==> src/rtl/dkhp_pkg.sv <==
// Constants and types for the disk controller processor I/O port
//
// Contract
// - Decode I/O codes 67x0-67x7, middle digit ignored; 67x0 does nothing.
// - Load-command copies the accumulator to the interface register, then clears it.
// - Transfer-data moves one word; the device picks the direction from context.
// - Transfer-data word size follows the last selected 8- or 12-bit mode.
// - Transfer-data while not done acknowledges the word taken or given.
// - Writes leave the accumulator; reads replace 12 bits or OR in 8 bits.
// - After completion, transfer-data returns error/status to the accumulator.
// - Skip-on-request skips when the request flag is set and clears it.
// - Skip-on-error skips when the error flag is set, then clears it.
// - Setting the error flag always sets done; done may set alone.
// - Skip-on-done skips when the done flag is set, then clears it.
// - With interrupts enabled, request one interrupt when done first rises.
// - Interrupt control sets enable from accumulator bit 11.
// - Clear-all, bus initialize and programmed initialize clear interrupt enable.
// - Initialize seeks, self-tests, loads a sector, clears status, sets bit 9.
// - One interface register stands for six logical registers by protocol step.
// - Error codes: 0 none, 010/020 init, 030/050 track 0, 040 bad track.
// - Codes 070 and 110 to 170 report seek and header failures.
// - Data CRC gives 200 and status bit 0; cable parity 210 and bit 1.
// - Codes 100, 230, 240, 250, 260, 350, 370 for other faults.
// - Command bit 5 clear selects 12-bit words, set selects 8-bit words.
package dkhp_pkg;
    // Processor bit n sits at vector index 11-n
    localparam logic [5:0] IOT_DEVICE = 6'h37;
    localparam logic [2:0] OP_NOP = 3'h0;
    localparam logic [2:0] OP_LOAD_COMMAND = 3'h1;
    localparam logic [2:0] OP_TRANSFER_DATA = 3'h2;
    localparam logic [2:0] OP_SKIP_XFER_REQ = 3'h3;
    localparam logic [2:0] OP_SKIP_ERROR = 3'h4;
    localparam logic [2:0] OP_SKIP_DONE = 3'h5;
    localparam logic [2:0] OP_INTERRUPT_CTL = 3'h6;
    localparam logic [2:0] OP_INITIALIZE = 3'h7;
    localparam int CMD_WORD_LEN_BIT = 6;
    localparam int AC_IE_BIT = 0;
    localparam int ST_INIT_DONE_BIT = 2;
    localparam int ST_DATA_CRC_BIT = 11;
    localparam int ST_PARITY_BIT = 10;
    localparam logic [2:0] FN_READ_ERROR = 3'h7;
    localparam logic [11:0] WORD_ZERO = 12'h000;
    localparam logic [7:0] ERR_NONE = 8'h00;
    localparam logic [7:0] ERR_DATA_CRC = 8'h80;
    localparam logic [7:0] ERR_PARITY = 8'h88;
    localparam int FAULT_COUNT = 23;
    // Fault index from the engine to octal code: 000,010,020,030,040,050,070,100,110,
    // 120,130,140,150,160,170,200,210,230,240,250,260,350,370
    localparam logic [7:0] ERR_TABLE [FAULT_COUNT] = '{
        8'h00, 8'h08, 8'h10, 8'h18, 8'h20, 8'h28, 8'h38, 8'h40, 8'h48, 8'h50, 8'h58,
        8'h60, 8'h68, 8'h70, 8'h78, 8'h80, 8'h88, 8'h98, 8'ha0, 8'ha8, 8'hb0,
        8'he8, 8'hf8};
    localparam logic [4:0] FAULT_DATA_CRC = 5'h0f;
    localparam logic [4:0] FAULT_PARITY = 5'h10;

    typedef enum logic [2:0] {
        ROLE_COMMAND = 3'h0,
        ROLE_TRACK = 3'h1,
        ROLE_SECTOR = 3'h3,
        ROLE_DATA = 3'h2,
        ROLE_STATUS = 3'h6,
        ROLE_ERROR_CODE = 3'h7
    } dkhp_role_t;
endpackage

==> src/rtl/dkhp_host_port.sv <==
// Processor I/O transfer port of the flexible-disk controller
`timescale 1ns/10ps
`default_nettype none
module dkhp_host_port (
    // Clock and reset
    input wire logic sys_clk_in,
    input wire logic rst_n_in,
    input wire logic bus_init_in,
    // Processor instruction side
    input wire logic iot_valid_in,
    input wire logic [11:0] iot_instr_in,
    input wire logic [11:0] ac_in,
    output logic [11:0] ac_out,
    output logic ac_load_out,
    output logic skip_out,
    output logic irq_out,
    // Controller engine side
    output logic [11:0] cmd_out,
    output logic cmd_valid_out,
    output logic [11:0] word_out,
    output logic word_ack_out,
    output logic init_start_out,
    output logic xfer_req_out,
    input wire logic need_word_in,
    input wire logic [2:0] need_role_in,
    input wire logic give_word_in,
    input wire logic [11:0] word_in,
    input wire logic func_done_in,
    input wire logic [4:0] fault_in,
    input wire logic [11:0] status_in,
    input wire logic init_done_in
);
    typedef struct packed {
        logic [11:0] iface;
        logic [11:0] cmd;
        logic [7:0] err_code;
        dkhp_pkg::dkhp_role_t role;
        logic to_host;
        logic eight_bit;
        logic cmd_hi_wait;
        logic xfer_req;
        logic err;
        logic done;
        logic ie;
        logic [11:0] ac;
        logic ac_load;
        logic skip;
        logic irq;
        logic cmd_valid;
        logic ack;
        logic init_start;
    } dkhp_state_t;

    dkhp_state_t st_reg;
    dkhp_state_t st_next;
    logic is_iot;
    logic [2:0] op;
    logic [7:0] code;
    logic [11:0] stat;
    logic engine_idle;

    assign is_iot = iot_valid_in && (iot_instr_in[11:6] == dkhp_pkg::IOT_DEVICE);
    assign op = iot_instr_in[2:0];
    // Engine events overwrite the interface register, so checks wait for a quiet cycle
    assign engine_idle = !need_word_in && !give_word_in && !func_done_in && !init_done_in;

    always_comb begin
        st_next = st_reg;
        st_next.ac_load = 1'b0;
        st_next.skip = 1'b0;
        st_next.irq = 1'b0;
        st_next.cmd_valid = 1'b0;
        st_next.ack = 1'b0;
        st_next.init_start = 1'b0;
        code = (fault_in < 5'(dkhp_pkg::FAULT_COUNT)) ? dkhp_pkg::ERR_TABLE[fault_in]
            : dkhp_pkg::ERR_NONE;
        stat = status_in;
        if (fault_in == dkhp_pkg::FAULT_DATA_CRC) begin
            stat[dkhp_pkg::ST_DATA_CRC_BIT] = 1'b1;
        end
        if (fault_in == dkhp_pkg::FAULT_PARITY) begin
            stat[dkhp_pkg::ST_PARITY_BIT] = 1'b1;
        end
        // Clears from the processor come first so engine events win
        if (is_iot) begin
            case (op)
                dkhp_pkg::OP_LOAD_COMMAND: begin
                    st_next.iface = ac_in;
                    st_next.ac = dkhp_pkg::WORD_ZERO;
                    st_next.ac_load = 1'b1;
                    st_next.role = dkhp_pkg::ROLE_COMMAND;
                    st_next.to_host = 1'b0;
                    st_next.eight_bit = ac_in[dkhp_pkg::CMD_WORD_LEN_BIT];
                    st_next.done = 1'b0;
                    st_next.err = 1'b0;
                    // In 8-bit mode the upper command nibble follows by transfer-data
                    st_next.cmd_hi_wait = ac_in[dkhp_pkg::CMD_WORD_LEN_BIT];
                    if (ac_in[dkhp_pkg::CMD_WORD_LEN_BIT]) begin
                        st_next.iface = {4'h0, ac_in[7:0]};
                        st_next.xfer_req = 1'b1;
                    end else begin
                        st_next.cmd = ac_in;
                        st_next.cmd_valid = 1'b1;
                    end
                end
                dkhp_pkg::OP_TRANSFER_DATA: begin
                    if (st_reg.to_host || st_reg.done) begin
                        st_next.ac = st_reg.eight_bit && !st_reg.done
                            ? (ac_in | {4'h0, st_reg.iface[7:0]}) : st_reg.iface;
                        st_next.ac_load = 1'b1;
                    end else if (st_reg.cmd_hi_wait) begin
                        st_next.cmd = {ac_in[3:0], st_reg.iface[7:0]};
                        st_next.iface = st_next.cmd;
                        st_next.cmd_hi_wait = 1'b0;
                        st_next.cmd_valid = 1'b1;
                    end else begin
                        st_next.iface = st_reg.eight_bit ? {4'h0, ac_in[7:0]} : ac_in;
                    end
                    if (!st_reg.done) begin
                        st_next.ack = 1'b1;
                    end
                end
                dkhp_pkg::OP_SKIP_XFER_REQ: begin
                    st_next.skip = st_reg.xfer_req;
                    st_next.xfer_req = 1'b0;
                end
                dkhp_pkg::OP_SKIP_ERROR: begin
                    st_next.skip = st_reg.err;
                    st_next.err = 1'b0;
                end
                dkhp_pkg::OP_SKIP_DONE: begin
                    st_next.skip = st_reg.done;
                    st_next.done = 1'b0;
                end
                dkhp_pkg::OP_INTERRUPT_CTL: begin
                    st_next.ie = ac_in[dkhp_pkg::AC_IE_BIT];
                end
                dkhp_pkg::OP_INITIALIZE: begin
                    st_next.ie = 1'b0;
                    st_next.init_start = 1'b1;
                    st_next.done = 1'b0;
                    st_next.err = 1'b0;
                    st_next.xfer_req = 1'b0;
                    st_next.cmd_hi_wait = 1'b0;
                end
                default: begin
                end
            endcase
        end
        if (bus_init_in) begin
            st_next.ie = 1'b0;
            st_next.init_start = 1'b1;
        end
        if (need_word_in) begin
            st_next.xfer_req = 1'b1;
            st_next.to_host = 1'b0;
            st_next.role = dkhp_pkg::dkhp_role_t'(need_role_in);
        end
        if (give_word_in) begin
            st_next.xfer_req = 1'b1;
            st_next.to_host = 1'b1;
            st_next.iface = word_in;
            st_next.role = dkhp_pkg::ROLE_DATA;
        end
        if (func_done_in) begin
            st_next.done = 1'b1;
            st_next.to_host = 1'b0;
            st_next.err_code = code;
            if (code != dkhp_pkg::ERR_NONE) begin
                st_next.err = 1'b1;
            end
            if (st_reg.cmd[3:1] == dkhp_pkg::FN_READ_ERROR) begin
                st_next.iface = {4'h0, code};
                st_next.role = dkhp_pkg::ROLE_ERROR_CODE;
            end else begin
                st_next.iface = stat;
                st_next.role = dkhp_pkg::ROLE_STATUS;
            end
        end
        if (init_done_in) begin
            // Status clears, then only the initialize-done bit stands
            st_next.iface = dkhp_pkg::WORD_ZERO;
            st_next.iface[dkhp_pkg::ST_INIT_DONE_BIT] = 1'b1;
            st_next.role = dkhp_pkg::ROLE_STATUS;
            st_next.err_code = dkhp_pkg::ERR_NONE;
            st_next.done = 1'b1;
            st_next.to_host = 1'b0;
        end
        // Edge, not level, so a held done flag cannot storm the processor
        st_next.irq = st_next.ie && st_next.done && !st_reg.done;
    end

    always_ff @(posedge sys_clk_in or negedge rst_n_in) begin
        if (!rst_n_in) begin
            st_reg <= '0;
        end else begin
            st_reg <= st_next;
        end
    end

    assign ac_out = st_reg.ac;
    assign ac_load_out = st_reg.ac_load;
    assign skip_out = st_reg.skip;
    assign irq_out = st_reg.irq;
    assign cmd_out = st_reg.cmd;
    assign cmd_valid_out = st_reg.cmd_valid;
    assign word_out = st_reg.iface;
    assign word_ack_out = st_reg.ack;
    assign init_start_out = st_reg.init_start;
    assign xfer_req_out = st_reg.xfer_req;
endmodule
`default_nettype wire

==> config.mk <==
export PLATFORM = sky130hd
export DESIGN_NAME = dkhp_host_port
export DESIGN_NICKNAME = d
export VERILOG_FILES = /design/src/rtl/dkhp_pkg.sv /design/src/rtl/dkhp_host_port.sv
export SDC_FILE = /design/constraint.sdc
export NUM_CORES = 1
export LEC_CHECK = 0
export ABC_CLOCK_PERIOD_IN_PS = 2500
export BUFFER_PORTS_ARGS = -buffer_cell sky130_fd_sc_hd__buf_2
export CAP_MARGIN = 30
export CORE_MARGIN = 8
export CORE_UTILIZATION = 35
export DETAILED_ROUTE_END_ITERATION = 8
export PLACE_DENSITY_LB_ADDON = 0.05
export SYNTH_ARGS = -nofsm -noshare
export SYNTH_HDL_FRONTEND = slang
export SYNTH_SLANG_ARGS = --single-unit
==> constraint.sdc <==
create_clock -name sys_clk_in -period 2.5 [get_ports sys_clk_in]
set_input_delay 0.125 -clock sys_clk_in [delete_from_list [all_inputs] [get_ports sys_clk_in]]
set_output_delay 0.125 -clock sys_clk_in [all_outputs]
set_load 0.01 [all_outputs]
==> results_dict.tcl, run 1 <==
set metrics [dict create \
    status "finished, final reports clean" \
    synth_fp_nets 441 \
    gp_congestion 0.807 \
    grt_max_degree 37 \
    skew_ns 0.00692 \
    fin_setup_tns_ns 0 \
    clock_latency_ns 0.31 \
    ys_types 50 \
    cts_num_sinks 49 \
    tightestPinTransition_ns 0.859 \
    setup_violations 0 \
    dp.cells 533 \
    maxCapViolCount 0 \
    fillers 949 \
    synth_ff_type "dfrtp_1" \
    routed_wl_um 9980 \
    synth_top_area_share_pct 37.6 \
    cts-resized-gates 0 \
    htreeDepth 2 \
    synth_area_um2 3260 \
    finalCritPeriodShare_pct 85.9 \
    synth_xor_area_share_pct 0 \
    portBuffers 100 \
    rsz0062_at_grt "no" \
    ys_ff_latch 49 \
    leakagePower_nw 1.80 \
    dr.pass1.iters 4 \
    grt_usage_pct 15.4 \
    rows 35 \
    vias 2883 \
    cts_tree "yes" \
    top_usage_layer "met2" \
    antenna_found_initial 0 \
    die_w_um 113 \
    grt_use_met3_pct 3.70 \
    synthArstFlopShare_pct 100 \
    synthAdderAreaFrac_pct 3.07 \
    grt_pass1_wl_um 15600 \
    synthMuxAreaShare_pct 6.56 \
    worst_hold_slack_ns 0.0401 \
    critPathTopFamily "simple AND/OR/NAND/NOR gates" \
    initial_utilization_pct 35.6 \
    overflow 0 \
    relSlewSlack_pct 42.7 \
    cp.required_ns 2.75 \
    synth_area_leaders "dfrtp_1 (38%), buf_4 (8.3%), a21oi_1 (5.5%), mux2i_1 (5.5%), nor2_1 (4.3%)" \
    route.detailed.drc 0 \
    path_cells "or4b_4, a21oi_4, a2111oi_4, or4_1, o21ai_1" \
    place_ws_ns 0.249 \
    nets 503 \
    viasPerCell 5.31 \
    fin_ws_ns 0.351 \
    power.density_nw_per_um2 496 \
    yosysWarnings 0 \
    clk_pin_slew_ns 0.10 \
    drv_slew 0 \
    start_kind "register" \
    hpwl_um 7770 \
    layout.cells.non_filler 543 \
    final_cell_mix "buf_2 (100), dfrtp_1 (49), nor2_1 (37), a21oi_1 (36), nand2_1 (34)" \
    critPathSlowestCell "or4b_4" \
    cts_buffers 5 \
    yosysSeqAreaShare_pct 37.6 \
    areaGrowthSynthToFinish_pct 15.6 \
    cts_root_buf "clkbuf_8" \
    die_h_um 113 \
    met1_usage_pct 20.6 \
    drt_iter0_drc 104 \
    peakVddDrop_uv 244 \
    wl_per_cell_um 18.4 \
    core-area_um2 9150 \
    rrSetupSlack_ns 0.35 \
    syn_avg_cell_area_um2 8.83 \
    use_met2_pct 24.5 \
    hold_violations 0 \
    ant_nets 0 \
    crit_buf_inv 0 \
    end_kind "register" \
    drive_gt1_share_pct 30.6 \
    max_freq_ghz 0.465 \
    die_area_um2 12700 \
    syn_inst 369 \
    synth-compound-area-share_pct 22.0 \
    hold_path_class "primary input to register" \
    grt_pass1_vias 2957 \
    synth_top_family_by_area "compound AO/OA/AOI/OAI gates" \
    io_pins 107 \
    antennaDiodeCount 0 \
    post-route-min-period_ns 2.15 \
    synthSimpleGateAreaFrac_pct 18.7 \
    worstPathArrival_ns 2.40 \
    clockBufferDepth 2 \
    layout_commonest_cell "buf_2" \
    slowest_delay_ns 0.59 \
    crit_type "register to register" \
    synth_edf_count 0 \
    yosys.area.top_type "dfrtp_1" \
    cp_max_fo 16 \
]
Yosys cell counts, drive strengths merged (6+ instances only):
cell type	n
dfrtp	49
buf	41
a21oi	37
nor2	37
nand2	34
o21ai	22
mux2i	18
clkbuf	15
o31ai	15
inv	10
ha	8
nand3	8
nor3b	7
nor2b	6
cell type report:
| cell class | instances | area (um^2) | area share (%) |
|---|---|---|---|
| tap | 111 | 139 | 3.69 |
| clock inverter | 3 | 68.8 | 1.83 |
| inverter | 10 | 37.5 | 0.996 |
| multi-input combinational | 254 | 1640 | 43.5 |
| sequential | 49 | 1230 | 32.5 |
| timing repair buffer | 111 | 588 | 15.6 |
| clock buffer | 5 | 68.8 | 1.83 |
power by group:
part | switching, mW | leakage, nW | internal (mW) | total, mW
clock | 0.303 | 0.0687 | 0.403 | 0.706
sequential | 0.0268 | 0.645 | 0.820 | 0.847
combinational | 0.188 | 1.09 | 0.129 | 0.317
total | 0.518 | 1.80 | 1.35 | 1.87
repair_timing:
| item | CTS | global route |
|---|---|---|
| setup endpoints to repair | 0 | 0 |
| endpoints found under the hold margin | 15 | 0 |
| hold buffers | 2 | 0 |
| setup buffers | 0 | 0 |
worst min-delay path, delay by kind of cell:
| kind | cells | cell delay (ns) |
|---|---|---|
| and+or+nand+nor | 1 | 0.04 |
| AOI/OAI and AO/OA | 1 | 0.06 |
| buffers and inverters | 1 | 0.09 |
routing by layer:
metal / routed length, um / up-vias
met2: 4640 / 85
met1: 4660 / 1382
met5: 0 / -
met4: 83 / 0
li1: - / 1409
met3: 598 / 7
kinds of logic after synthesis:
kind of cell | Yosys count
AOI/OAI and AO/OA | 106
adders and majority gates | 8
and+or+nand+nor | 119
buffers and inverters | 66
DFF | 49
muxes | 21
final timing paths:
check	startpoint	end	cells after the start
max	st_reg[24]	word_out[5]	5
min	need_word_in	xfer_req_out	3
max reg2reg	st_reg[24]	word_out[5]	5
min reg2reg	ac_out[10]	ac_out[10]	2
max in group asynchronous	rst_n_in	word_out[3]	3
min in group asynchronous	rst_n_in	irq_out	2
metrics by stage:
step / instance area, um^2 / total power [mW] / utilization [%]
floorplan: 3260 / 1.06 / -
global placement: 3610 / 1.18 / 39.5
detailed placement: 3610 / 1.18 / 39.5
CTS: 3770 / 1.90 / 41.2
global route: 3770 / 1.97 / 41.2
finish: 3770 / 1.87 / 41.2
No activity file was read; power rests on OpenSTA's default activity.
==> run 2, diff against run 1 <==
CORE_UTILIZATION = 30   (was 35)
SKIP_LAST_GASP = 1   (was default)
==> run 2 against run 1 <==
Net effect: cell area down 0.20%; cell count increased by 5.5%; worst setup slack gained 0.019 ns; count of clock-buffer cells in the layout increased by 1; worst hold slack better by 0.00055 ns; largest power group unchanged; highest routed layer unchanged.
==> results_dict.tcl, run 2 (synthesis results as in run 1) <==
set metrics [dict create \
    status "finished, final reports clean" \
    grt_max_degree 34 \
    reg2reg_depth 5 \
    top_usage_layer "met2" \
    die_area_um2 14500 \
    fillers 1158 \
    cts-resized-gates 0 \
    cts_num_sinks 49 \
    relSlewSlack_pct 52.2 \
    wl_per_cell_um 18.2 \
    clockBufferDepth 2 \
    die_w_um 120 \
    fin_setup_tns_ns 0 \
    multi_input_area_um2 1640 \
    post-route-min-period_ns 2.13 \
    viasPerCell 4.90 \
    overflow 0 \
    hold_path_class "primary input to register" \
    crit_end "word_out[5]" \
    grt_use_met3_pct 3.64 \
    drive_gt1_share_pct 30.5 \
    cp_max_fo 12 \
    clk_pin_slew_ns 0.11 \
    critPathLaunch "st_reg[24]" \
    portBuffers 100 \
    hold_violations 0 \
    cts_buffers 5 \
    layout.cells.non_filler 573 \
    nets 504 \
    grt_pass1_wl_um 16300 \
    routed_wl_um 10400 \
    use_met2_pct 21.8 \
    gp_congestion 0.778 \
    start_kind "register" \
    clock_latency_ns 0.31 \
    hpwl_um 8290 \
    core-area_um2 10700 \
    power.density_nw_per_um2 445 \
    met1_usage_pct 19.9 \
    drv_slew 0 \
    setup_violations 0 \
    antenna_found_initial 0 \
    worstPathArrival_ns 2.38 \
    leakagePower_nw 1.79 \
    io_pins 107 \
    cts_setup_buffers 0 \
    grt_usage_pct 14.2 \
    end_kind "register" \
    crit_type "register to register" \
    reg2reg_from "st_reg[24]" \
    r2r-end "word_out[5]" \
    ant_nets 0 \
    rrSetupSlack_ns 0.37 \
    antennaDiodeCount 0 \
    drt_iter0_drc 122 \
    htreeDepth 2 \
    layout_commonest_cell "buf_2" \
    rsz0062_at_grt "no" \
    cts_root_buf "clkbuf_8" \
    worst_hold_slack_ns 0.0406 \
    utilization_pct 35.2 \
    rows 38 \
    cts_tree "yes" \
    skew_ns 0.00896 \
    dr.pass1.iters 4 \
    final_cell_mix "buf_2 (100), dfrtp_1 (49), nor2_1 (37), a21oi_1 (36), nand2_1 (34)" \
    tightestPinTransition_ns 0.717 \
    regArea_um2 1230 \
    route.detailed.drc 0 \
    cp.required_ns 2.75 \
    areaGrowthSynthToFinish_pct 15.4 \
    p_total_mw 1.67 \
    vias 2808 \
    peakVddDrop_uv 228 \
    dp.cells 563 \
    initial_utilization_pct 30.5 \
    maxCapViolCount 0 \
    finalCritPeriodShare_pct 85.2 \
    hp-start "need_word_in" \
    grt_pass1_vias 2955 \
    max_freq_ghz 0.470 \
    die_h_um 120 \
]
## run 2: changes by cell type in the layout (fill, tap and decap cells not counted)
| cell | previous run | this run |
|---|---|---|
| clkbuf_1 | 0 | 1 |
| buf_4 | 9 | 10 |
| clkinv_2 | 0 | 1 |
| bufinv_16 | 2 | 0 |
## run 2: worst min-delay path by stage
stage	depth (start not counted)	end	slack, ns
floorplan	0	ac_load_out	-0.17
global placement	1	ac_load_out	0.08
detailed placement	1	ac_load_out	0.08
CTS	3	xfer_req_out	0.03
global route	3	xfer_req_out	0.07
finish	3	xfer_req_out	0.04
## run 2: routing by layer
layer,routed length [um],share of wire (%)
met1,5270,51
met2,4570,44
met3,532,5.1
met4,38,0.36
met5,0,0
## run 2: cell type report
cell class | instances | area share (%)
Multi-Input combinational cell | 254 | 43.6
Clock buffer | 6 | 1.93
Clock inverter | 2 | 0.366
Timing Repair Buffer | 112 | 15.8
Inverter | 10 | 0.998
Sequential cell | 49 | 32.6
Tap cell | 140 | 4.66
## run 2: critical path: stages, from the launching register on
cell       delay, ns
dfrtp_1         0.43
or4b_4          0.59
a21oi_4         0.23
a2111oi_4       0.17
or4_1           0.52
o21ai_1         0.12
## run 2: power breakdown
part / leakage, nW / internal (mW) / total (mW) / switching, mW
registers: 0.645 / 0.820 / 0.850 / 0.0293
logic: 1.09 / 0.130 / 0.320 / 0.190
clock network: 0.0456 / 0.201 / 0.505 / 0.304
## run 2: timing repair
action | CTS | global route
hold buffers | 2 | 0
hold endpoints to repair | 17 | 0
endpoints found under the setup margin | 0 | 0
## run 2: stage by stage
stage / cell area [um^2] / setup WS, ns
finish: 3760 / 0.371
global route: 3760 / 0.277
CTS: 3760 / 0.375
detailed placement: 3650 / 0.277
global placement: 3650 / 0.331
floorplan: 3260 / 0.497
==> run 3, diff against run 2 <==
--- a/config.mk
+++ b/config.mk
@@ -9,4 +9,5 @@
 export BUFFER_PORTS_ARGS = -buffer_cell sky130_fd_sc_hd__buf_2
 export CAP_MARGIN = 30
+export CORE_ASPECT_RATIO = 0.75
 export CORE_MARGIN = 8
 export CORE_UTILIZATION = 30
==> constraint.sdc (replaced) <==
create_clock -name sys_clk_in -period 2.5 [get_ports sys_clk_in]
set_input_delay 0.25 -clock sys_clk_in [delete_from_list [all_inputs] [get_ports sys_clk_in]]
set_output_delay 0.25 -clock sys_clk_in [all_outputs]
set_load 0.01 [all_outputs]
==> run 3 against run 2 <==
Net effect: cell count rose by 0.17%; clock power rose by 56%; worst setup slack got worse by 0.054 ns; fmax fell by 2.5%; sequential share of layout area fell by 0.74 points; cell area rose by 2.3%; worst hold slack improved by 0.095 ns; largest cell class unchanged; highest routed layer unchanged.
==> results_dict.tcl, run 3 (synthesis results as in run 1) <==
set metrics [dict create \
    status "finished, final reports clean" \
    cts_root_buf "clkbuf_16" \
    die_w_um 136 \
    post-route-min-period_ns 2.18 \
    leakagePower_nw 1.83 \
    clk_pin_slew_ns 0.07 \
    grt_pass1_vias 2972 \
    drive_gt1_share_pct 31.1 \
    wl_met3_um 685 \
    regArea_um2 1230 \
    hold_violations 0 \
    initial_utilization_pct 30.2 \
    clockBufferDepth 2 \
    place_ws_ns 0.271 \
    start_kind "register" \
    cp.required_ns 2.72 \
    power.share.combinational_pct 16.6 \
    wl_met2_um 4430 \
    viasPerCell 4.91 \
    multi_input_area_um2 1640 \
    antennaDiodeCount 0 \
    grt_max_degree 25 \
    wirelength_met1_um 5560 \
    reg2reg_from "st_reg[24]" \
    seq_power_share_pct 43.2 \
    gp_congestion 0.797 \
    grt_pass1_wl_um 17000 \
    io_pins 107 \
    overflow 0 \
    die_h_um 106 \
    end_kind "register" \
    swShare_pct 27.4 \
    worstPathArrival_ns 2.40 \
    cp_max_fo 16 \
    top_layer_used "met4" \
    core-area_um2 10800 \
    vias 2818 \
    p_clk_share_pct 40.2 \
    drv_slew 0 \
    fin_area_um2 3850 \
    rows 33 \
    cts_buffers 5 \
    hold_buffers 1 \
    grt_usage_pct 15.0 \
    utilization_pct 35.7 \
    cts_setup_buffers 0 \
    dr.pass1.iters 4 \
    cts-resized-gates 0 \
    portBuffers 100 \
    areaGrowthSynthToFinish_pct 18.1 \
    cts_tree "yes" \
    routed_wl_um 10800 \
    finalCritPeriodShare_pct 87.3 \
    p_total_mw 1.96 \
    worstHoldEndpoint "st_reg[18]" \
    reg2reg_depth 5 \
    htreeDepth 2 \
    hold_path_class "primary input to register" \
    holdPathStages 2 \
    detailed_place.area_um2 3670 \
    crit_type "register to register" \
    max_freq_ghz 0.458 \
    cts_num_sinks 49 \
    die_area_um2 14500 \
    skew_ns 0.00489 \
    route.detailed.drc 0 \
    wl_per_cell_um 18.7 \
    maxCapViolCount 0 \
    final_cell_mix "buf_2 (100), dfrtp_1 (49), nor2_1 (37), a21oi_1 (36), nand2_1 (34)" \
    peakVddDrop_uv 269 \
    fin_setup_tns_ns 0 \
    hpwl_um 8510 \
    fin_ws_ns 0.317 \
    switchingPower_mw 0.538 \
    nets 505 \
    tightestPinTransition_ns 0.902 \
    internal-power_mw 1.43 \
    power.density_nw_per_um2 510 \
    fillers 1156 \
    clock_latency_ns 0.29 \
    setup_violations 0 \
    hp-start "bus_init_in" \
    r2r-end "word_out[5]" \
    drt_iter0_drc 153 \
    ant_nets 0 \
    relSlewSlack_pct 39.9 \
    rrSetupSlack_ns 0.32 \
    rsz0062_at_grt "no" \
    layout_commonest_cell "buf_2" \
    antenna_found_initial 0 \
]
[run 3: cell count changes in the layout (fill, tap and decap cells not counted)]
| cell | delta |
|---|---|
| clkbuf_8 | -5 |
| bufinv_16 | +1 |
| clkbuf_1 | -1 |
| clkbuf_16 | +5 |
| dlygate4sd3_1 | -1 |
| buf_4 | +2 |
[run 3: power groups by stage]
stage	combinational [mW]	sequential, mW	clock [mW]
after floorplan	0.202	0.854	0
after global placement	0.328	0.865	0
after detailed placement	0.329	0.865	0
after CTS	0.332	0.849	0.817
after global routing	0.362	0.854	0.850
final	0.325	0.849	0.790
[run 3: cell type report]
cell class | count | share of cell area (%)
clock buffers | 5 | 3.25
clock inverters | 3 | 1.14
inverters | 10 | 0.975
multi-input cells | 254 | 42.6
flip-flops and latches | 49 | 31.9
well taps | 140 | 4.55
repair buffers | 113 | 15.6
[run 3: through the flow]
| stage | cells | hold WS (ns) |
|---|---|---|
| 3_3_place_gp | 565 | 0.236 |
| 6_report | 574 | 0.135 |
| 5_1_grt | 574 | 0.142 |
| 4_1_cts | 574 | 0.129 |
| 2_1_floorplan | 369 | -0.0456 |
| 3_5_place_dp | 565 | 0.234 |
[run 3: worst max-delay path by stage]
stage / from / to / slack (ns) / cells past startpoint
floorplan: st_reg[19] / word_out[5] / 0.50 / 5
global placement: iot_instr_in[0] / word_out[7] / 0.29 / 6
detailed placement: fault_in[0] / st_reg[20] / 0.27 / 8
CTS: st_reg[24] / word_out[5] / 0.32 / 5
global route: st_reg[24] / word_out[5] / 0.21 / 5
finish: st_reg[24] / word_out[5] / 0.32 / 5
[run 3: routing by layer]
metal  global-route usage [%]  vias up
li1                         -     1420
met1                     22.4     1311
met2                     21.0       79
met3                     3.86        8
met4                     2.81        0
met5                        0        -
[run 3: critical path, cell delays in order (launching register included)]
cell       delay, ns
dfrtp_1         0.42
or4b_4          0.60
a21oi_4         0.23
a2111oi_4       0.19
or4_1           0.54
o21ai_1         0.13
